### src/hw/pte_pkg.sv
// constants and types for the pushbutton telegram encoder
// What this block does
// - seven bytes: type, data, id, status
// - rocker format type byte is fixed
// - 32-bit unique id in bytes 4..1
// - status: reserved, type 2, message class
// - low status nibble holds hop count
// - one or two presses: button-pair class
// - zero, three, four presses: multi-press class
// - multi-press bits 7..5 carry press count
// - multi-press bit 4 carries pulse polarity
// - secure telegrams scrambled by rolling counter
// - counter sent only in teach-in, then increments
// - start unsecured; secure pad enters secure mode
// - secure entry sends pushbutton teach-in telegram
// - teach-in repeats while secure pad tied
// - teach-in split over two successive pulses
// - unsecured pad returns to unsecured mode
// - contact format type byte is fixed
// - contact data: learn bit 3, contact bit 0
// - contact status: only hop count meaningful
// - transmit only on energy pulse
// - sample polarity and rocker levels per pulse
package pte_pkg;

    typedef enum logic [0:0] {
        PTE_MODE_STANDARD = 1'b0,
        PTE_MODE_SECURE = 1'b1
    } pte_mode_type;

    typedef enum logic [1:0] {
        PTE_KIND_PLAIN = 2'b00,
        PTE_KIND_TEACH_ONE = 2'b01,
        PTE_KIND_TEACH_TWO = 2'b10,
        PTE_KIND_SECURE = 2'b11
    } pte_kind_type;

    // register byte offsets
    localparam logic [7:0] OFS_CTRL = 8'h00;
    localparam logic [7:0] OFS_ID = 8'h04;
    localparam logic [7:0] OFS_KEY = 8'h08;
    localparam logic [7:0] OFS_STATE = 8'h0c;
    localparam logic [7:0] OFS_COUNTER = 8'h10;
    localparam logic [7:0] OFS_LAST_LO = 8'h14;
    localparam logic [7:0] OFS_LAST_HI = 8'h18;

    // ctrl bit positions
    localparam int CTRL_CONTACT_BIT = 0;
    localparam int CTRL_PAIR_BIT = 1;

    // reset values
    localparam logic [31:0] RST_ID = 32'h00000001; // arbitrary
    localparam logic [31:0] RST_KEY = 32'h00000000;
    localparam logic [31:0] RST_COUNTER = 32'h00000000;
    localparam logic [1:0] RST_CTRL = 2'h0;

    // telegram codes
    localparam logic [7:0] TYPE_ROCKER = 8'hf6;
    localparam logic [7:0] TYPE_CONTACT = 8'hd5;
    localparam logic [7:0] TYPE_SECURE = 8'h31; // arbitrary
    localparam logic [7:0] TYPE_TEACHIN = 8'h35; // arbitrary
    localparam logic [3:0] PUSHBUTTON_TEACHIN_TYPE = 4'h1;
    localparam logic [1:0] STATUS_RESERVED = 2'h0;
    localparam logic STATUS_TYPE2 = 1'b1;
    localparam logic CLASS_MULTI = 1'b0;
    localparam logic CLASS_PAIR = 1'b1;
    localparam logic [3:0] HOP_ORIGINAL = 4'h0;
    localparam logic [2:0] COUNT_NONE = 3'h0;
    localparam logic [2:0] COUNT_THREE = 3'h3;
    localparam logic [2:0] COUNT_FOUR = 3'h4;
    localparam int SYNC_WIDTH = 9;

endpackage

### src/hw/pte_encoder.sv
// telegram encoder: pad sampling, mode control, framing, apb registers
`timescale 1ns/1ns
module pte_encoder #(
    parameter int ID_WIDTH = 32
) (
    ref_clk,
    rst_n,
    psel,
    penable,
    pwrite,
    paddr,
    pwdata,
    prdata,
    pready,
    pslverr,
    harvester_input_one,
    harvester_input_two,
    rocker_a_off_input_n,
    rocker_a_on_input_n,
    rocker_b_off_input_n,
    rocker_b_on_input_n,
    securePad,
    standardPad,
    learnButtonPressed,
    contactClosed,
    telegramBytes,
    telegramStrobe,
    telegramKind,
    teachCounter,
    secureActive
);
    input wire logic ref_clk;
    input wire logic rst_n;
    input wire logic psel;
    input wire logic penable;
    input wire logic pwrite;
    input wire logic [7:0] paddr;
    input wire logic [31:0] pwdata;
    output logic [31:0] prdata;
    output logic pready;
    output logic pslverr;
    input wire logic harvester_input_one;
    input wire logic harvester_input_two;
    input wire logic rocker_a_off_input_n;
    input wire logic rocker_a_on_input_n;
    input wire logic rocker_b_off_input_n;
    input wire logic rocker_b_on_input_n;
    input wire logic securePad;
    input wire logic standardPad;
    input wire logic learnButtonPressed;
    input wire logic contactClosed;
    output logic [55:0] telegramBytes;
    output logic telegramStrobe;
    output pte_pkg::pte_kind_type telegramKind;
    output logic [31:0] teachCounter;
    output logic secureActive;

    if (ID_WIDTH != 32) begin : g_bad_width
        $error("pte_encoder: identifier must be 32 bits");
    end

    // every pad is asynchronous to ref_clk; the harvester, rocker, strap,
    // learn and contact levels all take the same two-stage path so that
    // they line up with the pulse event in one and the same cycle.
    // limitation: a pad that moves within two edges of the pulse edge
    // may be seen either way; the straps and buttons are expected to
    // settle well before the harvester fires.
    // pad synchronisers, two stages, first stage read only by the second
    logic [pte_pkg::SYNC_WIDTH-1:0] padRaw;
    logic [pte_pkg::SYNC_WIDTH-1:0] syncOne_reg;
    logic [pte_pkg::SYNC_WIDTH-1:0] syncTwo_reg;
    assign padRaw = {contactClosed, learnButtonPressed, standardPad,
        securePad, rocker_b_on_input_n, rocker_b_off_input_n,
        rocker_a_on_input_n, rocker_a_off_input_n,
        harvester_input_one ^ harvester_input_two};

    genvar gi;
    for (gi = 0; gi < pte_pkg::SYNC_WIDTH; gi++) begin : g_sync
        always_ff @(posedge ref_clk) begin
            if (!rst_n) begin
                syncOne_reg[gi] <= 1'b0;
                syncTwo_reg[gi] <= 1'b0;
            end else begin
                syncOne_reg[gi] <= padRaw[gi];
                syncTwo_reg[gi] <= syncOne_reg[gi];
            end
        end
    end

    // polarity comes from a separately synchronised copy of input two
    logic polOne_reg;
    logic polTwo_reg;
    logic energized_reg;
    always_ff @(posedge ref_clk) begin
        if (!rst_n) begin
            polOne_reg <= 1'b0;
            polTwo_reg <= 1'b0;
            energized_reg <= 1'b0;
        end else begin
            polOne_reg <= harvester_input_two;
            polTwo_reg <= polOne_reg;
            energized_reg <= syncTwo_reg[0];
        end
    end

    // one pulse event per rising edge of the harvester difference
    logic pulseEvent;
    assign pulseEvent = syncTwo_reg[0] & ~energized_reg;

    // rocker pads have pull-ups: a pressed button reads low
    logic [3:0] pressed;
    assign pressed = ~syncTwo_reg[4:1];
    logic polarity;
    assign polarity = polTwo_reg;
    logic secureStrap;
    logic standardStrap;
    logic learnLevel;
    logic contactLevel;
    assign secureStrap = syncTwo_reg[5];
    assign standardStrap = syncTwo_reg[6];
    assign learnLevel = syncTwo_reg[7];
    assign contactLevel = syncTwo_reg[8];

    // index order: 0 a off, 1 a on, 2 b off, 3 b on.
    // only the lowest and the highest pressed indices are kept; with three or four
    // presses the multi-press class carries the count instead.
    // press count and the lowest and highest pressed button indices
    logic [2:0] pressCount;
    logic [1:0] firstIdx;
    logic [1:0] secondIdx;
    logic foundFirst;
    always_comb begin
        pressCount = 3'h0;
        firstIdx = 2'h0;
        secondIdx = 2'h0;
        foundFirst = 1'b0;
        for (int i = 0; i < 4; i++) begin
            if (pressed[i]) begin
                pressCount = pressCount + 3'h1;
                if (!foundFirst) begin
                    firstIdx = i[1:0];
                    foundFirst = 1'b1;
                end else begin
                    secondIdx = i[1:0];
                end
            end
        end
    end

    // registers
    logic [1:0] ctrl_reg;
    logic [31:0] id_reg;
    logic [31:0] key_reg;
    logic [31:0] counter_reg;
    pte_pkg::pte_mode_type mode_reg;
    logic teachPending_reg;

    logic pairClass;
    assign pairClass = (pressCount == 3'h1) || (pressCount == 3'h2);

    // button-pair data: first id, polarity, second id, second valid
    logic [7:0] pairData;
    assign pairData = {1'b0, firstIdx, polarity, 1'b0, secondIdx,
        pressCount[1]};

    logic [2:0] countCode;
    assign countCode = (pressCount == 3'h3) ? pte_pkg::COUNT_THREE :
        (pressCount == 3'h4) ? pte_pkg::COUNT_FOUR :
        pte_pkg::COUNT_NONE;
    logic [7:0] multiData;
    assign multiData = {countCode, polarity, 4'h0};

    logic [7:0] rockerData;
    assign rockerData = pairClass ? pairData : multiData;
    logic [7:0] rockerStatus;
    assign rockerStatus = {pte_pkg::STATUS_RESERVED, pte_pkg::STATUS_TYPE2,
        pairClass ? pte_pkg::CLASS_PAIR : pte_pkg::CLASS_MULTI,
        pte_pkg::HOP_ORIGINAL};

    // learn bit low while pressed, contact bit high when closed
    logic [7:0] contactData;
    assign contactData = {4'h0, ~learnLevel, 2'h0, contactLevel};
    logic [7:0] contactStatus;
    assign contactStatus = {4'h0, pte_pkg::HOP_ORIGINAL};

    logic contactFormat;
    assign contactFormat = ctrl_reg[pte_pkg::CTRL_CONTACT_BIT];
    logic [55:0] plainFrame;
    assign plainFrame = contactFormat ?
        {pte_pkg::TYPE_CONTACT, contactData, id_reg, contactStatus} :
        {pte_pkg::TYPE_ROCKER, rockerData, id_reg, rockerStatus};

    // keystream mixes key and counter into one byte, so equal content changes with the counter but can repeat;
    // a light scrambler, not a real cipher
    logic [7:0] keyByte;
    assign keyByte = key_reg[7:0] ^ key_reg[23:16] ^ counter_reg[7:0]
        ^ {counter_reg[12:8], counter_reg[15:13]}
        ^ counter_reg[23:16] ^ counter_reg[31:24];
    logic [55:0] secureFrame;
    assign secureFrame = {pte_pkg::TYPE_SECURE, rockerData ^ keyByte,
        id_reg, rockerStatus ^ {4'h0, keyByte[7:4]}};

    // teach-in part one names a pushbutton, part two closes it
    logic [55:0] teachOneFrame;
    logic [55:0] teachTwoFrame;
    assign teachOneFrame = {pte_pkg::TYPE_TEACHIN,
        pte_pkg::PUSHBUTTON_TEACHIN_TYPE, 4'h0, id_reg,
        pte_pkg::HOP_ORIGINAL, 4'h0};
    assign teachTwoFrame = {pte_pkg::TYPE_TEACHIN,
        pte_pkg::PUSHBUTTON_TEACHIN_TYPE, 4'h1, id_reg,
        pte_pkg::HOP_ORIGINAL, 4'h0};

    // priority: unsecured strap, secure strap, owed teach-in part two,
    // secure telegram, plain telegram.
    // both straps tied together is a wiring fault; falling back to the
    // unsecured mode is the safe side, as no key material leaves then.
    // pulse decision; the unsecured strap wins over the secure strap
    pte_pkg::pte_kind_type kindNext;
    logic [55:0] frameNext;
    always_comb begin
        kindNext = pte_pkg::PTE_KIND_PLAIN;
        frameNext = plainFrame;
        if (standardStrap) begin
            kindNext = pte_pkg::PTE_KIND_PLAIN;
            frameNext = plainFrame;
        end else if (secureStrap) begin
            kindNext = pte_pkg::PTE_KIND_TEACH_ONE;
            frameNext = teachOneFrame;
        end else if (teachPending_reg) begin
            kindNext = pte_pkg::PTE_KIND_TEACH_TWO;
            frameNext = teachTwoFrame;
        end else if (mode_reg == pte_pkg::PTE_MODE_SECURE) begin
            kindNext = pte_pkg::PTE_KIND_SECURE;
            frameNext = secureFrame;
        end
    end

    // zero wait states: pready follows one cycle after setup, so every
    // access takes exactly two cycles and the bus never stalls.
    // unmapped offsets answer with pslverr and read as zero.
    // apb decode
    logic setupPhase;
    logic accessDone;
    logic wrDone;
    logic hitCtrl;
    logic hitId;
    logic hitKey;
    logic hitState;
    logic hitCounter;
    logic hitLastLo;
    logic hitLastHi;
    logic hitAny;
    assign setupPhase = psel & ~penable;
    assign accessDone = psel & penable & pready;
    assign wrDone = accessDone & pwrite & ~pslverr;
    assign hitCtrl = paddr == pte_pkg::OFS_CTRL;
    assign hitId = paddr == pte_pkg::OFS_ID;
    assign hitKey = paddr == pte_pkg::OFS_KEY;
    assign hitState = paddr == pte_pkg::OFS_STATE;
    assign hitCounter = paddr == pte_pkg::OFS_COUNTER;
    assign hitLastLo = paddr == pte_pkg::OFS_LAST_LO;
    assign hitLastHi = paddr == pte_pkg::OFS_LAST_HI;
    assign hitAny = hitCtrl | hitId | hitKey | hitState | hitCounter
        | hitLastLo | hitLastHi;

    // counter seed only writable outside secure mode, so a running
    // sequence can never be rewound behind the receiver's back
    logic seedWrite;
    assign seedWrite = wrDone & hitCounter
        & (mode_reg == pte_pkg::PTE_MODE_STANDARD);

    logic [31:0] readMux;
    always_comb begin
        readMux = 32'h00000000;
        if (hitCtrl) begin
            readMux = {30'h0, ctrl_reg};
        end else if (hitId) begin
            readMux = id_reg;
        end else if (hitKey) begin
            readMux = 32'h00000000;
        end else if (hitState) begin
            readMux = {29'h0, telegramKind == pte_pkg::PTE_KIND_SECURE,
                teachPending_reg, mode_reg};
        end else if (hitCounter) begin
            readMux = counter_reg;
        end else if (hitLastLo) begin
            readMux = telegramBytes[31:0];
        end else if (hitLastHi) begin
            readMux = {8'h00, telegramBytes[55:32]};
        end
    end

    always_ff @(posedge ref_clk) begin
        if (!rst_n) begin
            pready <= 1'b0;
            pslverr <= 1'b0;
            prdata <= 32'h00000000;
        end else begin
            pready <= setupPhase;
            pslverr <= setupPhase & ~hitAny;
            prdata <= setupPhase ? readMux : 32'h00000000;
        end
    end

    always_ff @(posedge ref_clk) begin
        if (!rst_n) begin
            ctrl_reg <= pte_pkg::RST_CTRL;
            id_reg <= pte_pkg::RST_ID;
            key_reg <= pte_pkg::RST_KEY;
        end else if (wrDone) begin
            if (hitCtrl) begin
                ctrl_reg <= pwdata[1:0];
            end
            if (hitId) begin
                id_reg <= pwdata;
            end
            if (hitKey) begin
                key_reg <= pwdata;
            end
        end
    end

    // the counter moves only on secure telegrams, never on teach-in, so
    // the value carried by teach-in is the one the next secure telegram
    // uses; a seed write that meets a pulse in the same cycle is lost.
    // mode, teach-in bookkeeping and rolling counter
    always_ff @(posedge ref_clk) begin
        if (!rst_n) begin
            mode_reg <= pte_pkg::PTE_MODE_STANDARD;
            teachPending_reg <= 1'b0;
            counter_reg <= pte_pkg::RST_COUNTER;
        end else if (pulseEvent) begin
            if (standardStrap) begin
                mode_reg <= pte_pkg::PTE_MODE_STANDARD;
                teachPending_reg <= 1'b0;
            end else if (secureStrap) begin
                mode_reg <= pte_pkg::PTE_MODE_SECURE;
                teachPending_reg <= 1'b1;
            end else if (teachPending_reg) begin
                teachPending_reg <= 1'b0;
            end else if (mode_reg == pte_pkg::PTE_MODE_SECURE) begin
                counter_reg <= counter_reg + 32'h1;
            end
        end else if (seedWrite) begin
            counter_reg <= pwdata;
        end
    end

    // bytes, kind and counter hold until the next telegram; the strobe
    // marks the one cycle in which a new telegram is presented.
    // telegram output stage
    always_ff @(posedge ref_clk) begin
        if (!rst_n) begin
            telegramBytes <= 56'h0;
            telegramStrobe <= 1'b0;
            telegramKind <= pte_pkg::PTE_KIND_PLAIN;
            teachCounter <= 32'h00000000;
            secureActive <= 1'b0;
        end else begin
            telegramStrobe <= pulseEvent;
            secureActive <= mode_reg == pte_pkg::PTE_MODE_SECURE;
            if (pulseEvent) begin
                telegramBytes <= frameNext;
                telegramKind <= kindNext;
                // counter value leaves only with teach-in
                teachCounter <= (kindNext == pte_pkg::PTE_KIND_PLAIN ||
                    kindNext == pte_pkg::PTE_KIND_SECURE) ?
                    32'h00000000 : counter_reg;
            end
        end
    end

endmodule

### config.mk
export PLATFORM = sky130hd
export DESIGN_NAME = pte_encoder
export DESIGN_NICKNAME = d
export VERILOG_FILES = /design/src/hw/pte_pkg.sv /design/src/hw/pte_encoder.sv
export SDC_FILE = /design/constraint.sdc
export NUM_CORES = 1
export LEC_CHECK = 0
export BUFFER_PORTS_ARGS = -buffer_cell sky130_fd_sc_hd__buf_2
export CELL_PAD_IN_SITES_DETAIL_PLACEMENT = 0
export CELL_PAD_IN_SITES_GLOBAL_PLACEMENT = 1
export CORE_MARGIN = 2
export CORE_UTILIZATION = 44
export CTS_CLUSTER_SIZE = 24
export DETAILED_ROUTE_END_ITERATION = 16
export PLACE_DENSITY = 0.95
export SYNTH_ARGS = -nofsm -noshare
export SYNTH_HDL_FRONTEND = slang
export SYNTH_SLANG_ARGS = --single-unit
### constraint.sdc
create_clock -name ref_clk -period 6.05 [get_ports ref_clk]
set_clock_uncertainty 0.2 [all_clocks]
set_input_delay 1.21 -clock ref_clk [delete_from_list [all_inputs] [get_ports ref_clk]]
set_output_delay 1.21 -clock ref_clk [all_outputs]
set_load 0.05 [all_outputs]
==> impl_results.rst <==
.. list-table::
   :header-rows: 1

   * - Metric
     - Value
   * - First-pass GRT wire length
     - 50100 um
   * - Crit-path cells
     - buf_2 > or2_1 > or4_4 > nor3_4 > buf_4 > nand2_1 > nand2_1 > a21oi_1
   * - Die area
     - 23800 um^2
   * - Achievable clock frequency
     - 0.280 GHz
   * - Largest register FFs
     - 52
   * - Post-synthesis cell area
     - 9930 um^2
   * - CP most frequent cell
     - nand2_1
   * - Via count of the first global-routing pass
     - 8444
   * - EDFF count, synth
     - 0
   * - Cell count after synthesis
     - 1238
   * - Count of port buffers added during placement
     - 177
   * - Net count, final
     - 1415
   * - Synth-to-layout area growth
     - 18.1%
   * - Sinks on the clock net
     - 227
   * - Peak ir drop on the vdd network
     - 0.000130 V
   * - Number of fill cells in the layout
     - 2070
   * - Routed len/inst
     - 20.3 um
   * - Post-route worst hold slack
     - 230 ps
   * - Largest net degree at the start of global routing
     - 81
   * - Number of placement rows
     - 54
   * - Detailed-route vias per instance
     - 5.78
   * - Height of the chip
     - 154 um
   * - Kind of critical path
     - input port to register
   * - Count of hold-fix buffers inserted at cts
     - 0
   * - Clock root buffer master
     - clkbuf_16
   * - Outcome
     - finished clean
   * - Total power
     - 3.27 mW
   * - Final global-route overflow total
     - 0
   * - Flip-flop cell with the highest count after synthesis
     - dfxtp_1
   * - Maximum fanout along the worst path
     - 33
   * - Category of the worst setup path launch point
     - input port
   * - Top layer used by detailed routing
     - met4
   * - Total global-route track usage
     - 26.9%
   * - Register area
     - 4540 um^2
   * - Worst min-delay path category
     - register to register
   * - Yosys warning total
     - 0
   * - Clk slew on worst S/H paths
     - 60 ps
   * - Critical path's largest stage delay
     - 740 ps
   * - Routability-driven placement congestion ratio
     - 0.904
   * - Worst Setup End Kind
     - register
   * - Static leakage
     - 4.44 nW
   * - Power density over the cells
     - 279 nW/um^2
   * - Inserted Clock Buffers
     - 25
   * - Clk Latency, worst-skew pair
     - 530 ps
   * - Antenna Cells
     - 0
   * - Placed Area
     - 10900 um^2
   * - Number of design rule violations left after detail routing
     - 0
   * - Register ranked first by flip-flop count
     - telegramBytes
   * - Commonest cells after routing, fill and taps aside
     - 272 x nand2_1, 227 x dfxtp_1, 177 x buf_2
   * - Length of routed met2 wiring
     - 14400 um
   * - Leading cell type in the layout, fill and taps excluded
     - nand2_1
   * - Chip width
     - 154 um
   * - DPL Wire Length
     - 23500 um
   * - Share of post-route cells with drive strength above 1
     - 18.8%
   * - Time the worst path needs with I/O delays and setup
     - 3570 ps
   * - Footprint of the multi-input gates
     - 4950 um^2
   * - Slew at the pin closest to its max-slew limit
     - 1110 ps
   * - Avg Synthesized Cell Area
     - 8.02 um^2
   * - Fin util
     - 53.4%
   * - Unique cell type count in the Yosys netlist
     - 70
   * - Normalized max-slew margin
     - 25.9%
   * - Pre-Repair DR Iteration Count
     - 7
   * - Number of max-slew violations in the final report
     - 0
   * - Initial core utilization
     - 45.2%
   * - Tcrit/Tclk final
     - 59.0%
   * - Top Ports
     - 181
   * - Part of the Yosys area used for sequential elements
     - 45.8%
   * - Critical path's slowest cell
     - nand2_1
   * - Wire length the detailed router placed on met1
     - 14900 um
   * - Clock tree from TritonCTS
     - yes
   * - Flip-flop and latch count after synthesis
     - 227
   * - Unrepaired setup endpoints after global routing
     - false
   * - Routed Antenna Nets
     - 0
   * - Core ar.
     - 22000 um^2
   * - Final hold violations
     - 0
   * - Total negative slack
     - 0 ps
   * - Number of cells upsized or downsized after cts
     - 0
   * - Wirelength, routed
     - 33500 um
   * - Number of max-cap violations
     - 0
   * - Number of H-tree branching levels
     - 1
   * - Data arrival time of the critical path
     - 3740 ps
   * - DRC violation total after the first TritonRoute iteration
     - 1202
   * - Post-CTS setup buffer count
     - 0
   * - Final design area excluding fillers
     - 11700 um^2
   * - Share of flip-flops with an asynchronous set or reset after synthesis
     - 0%
   * - Met3 routed WL
     - 3530 um
   * - Final count of negative-setup-slack endpoints
     - 0
   * - Number of antenna violations at the first check in global routing
     - 0
   * - Vias
     - 9548
   * - Required time of the worst setup path
     - 6220 ps
   * - Clock tree buffer depth
     - 3
==> path summary, 6_finish.rpt <==
path	start	slack (ps)	endpoint	depth (start not counted)
worst max-delay path	paddr[1]	2480	id_reg[11]$_SDFFE_PN0P_	8
worst min-delay path	syncOne_reg[3]$_SDFF_PN0_	230	syncTwo_reg[3]$_SDFF_PN0_	1
worst max register to register	counter_reg[8]$_SDFFE_PN0P_	3150	counter_reg[19]$_SDFFE_PN0P_	6
worst min register to register	syncOne_reg[3]$_SDFF_PN0_	230	syncTwo_reg[3]$_SDFF_PN0_	1
==> power by group <==
group | total (mW) | internal (mW) | switching [mW]
sequential | 1.52 | 1.51 | 0.0152
clock | 1.54 | 0.923 | 0.621
combinational | 0.202 | 0.0545 | 0.147
==> synth_stat cells (7+ instances only) <==
library cell / count / area, um^2
nand2_1: 272 / 1020
dfxtp_1: 227 / 4540
a21oi_1: 171 / 856
nor2_1: 87 / 327
clkbuf_1: 86 / 323
o21ai_0: 47 / 235
xnor2_1: 40 / 350
and2_1: 31 / 194
a22oi_1: 24 / 180
nand3_1: 23 / 115
mux2i_1: 21 / 210
nor3_1: 18 / 90.1
a222oi_1: 16 / 160
inv_1: 12 / 45.0
nand4_1: 11 / 68.8
buf_2: 9 / 45.0
a31oi_1: 7 / 43.8
o221a_2: 7 / 78.8
==> cells by family after synthesis <==
group,share of synthesized area [%]
AOI/OAI and AO/OA,20.2
xor gates and xnor gates,4.06
adders and majority gates,0.756
buffers and inverters,4.84
DFF,45.8
muxes,2.12
other,0.0378
and+or+nand+nor,22.2
==> stage by stage <==
step / setup slack [ps] / std cells
2_1_floorplan: 2830 / 1240
3_3_place_gp: 2010 / 1607
3_5_place_dp: 1970 / 1607
4_1_cts: 2520 / 1651
5_1_grt: 2290 / 1651
6_report: 2480 / 1651
==> layer usage <==
| metal | vias up | track usage [%] |
|---|---|---|
| met3 | 48 | 4.51 |
| met4 | 0 | 7.12 |
| met2 | 518 | 39.7 |
| met5 | - | 0 |
| li1 | 4518 | - |
| met1 | 4464 | 40.5 |
==> worst max-delay path: cells and delay by family <==
kind	cells	cell delay, ps
buffers and inverters	2	480
and+or+nand+nor	5	1930
AOI/OAI and AO/OA	1	90
==> cell type report <==
| class | count | area share, % |
|---|---|---|
| sequential | 227 | 38.8 |
| timing repair buffer | 193 | 8.58 |
| clock buffer | 33 | 5.85 |
| multi-input combinational | 894 | 42.2 |
| inverter | 13 | 0.427 |
| clock inverter | 11 | 1.17 |
| tap | 280 | 2.99 |
Power figures use the tool's default switching activity.
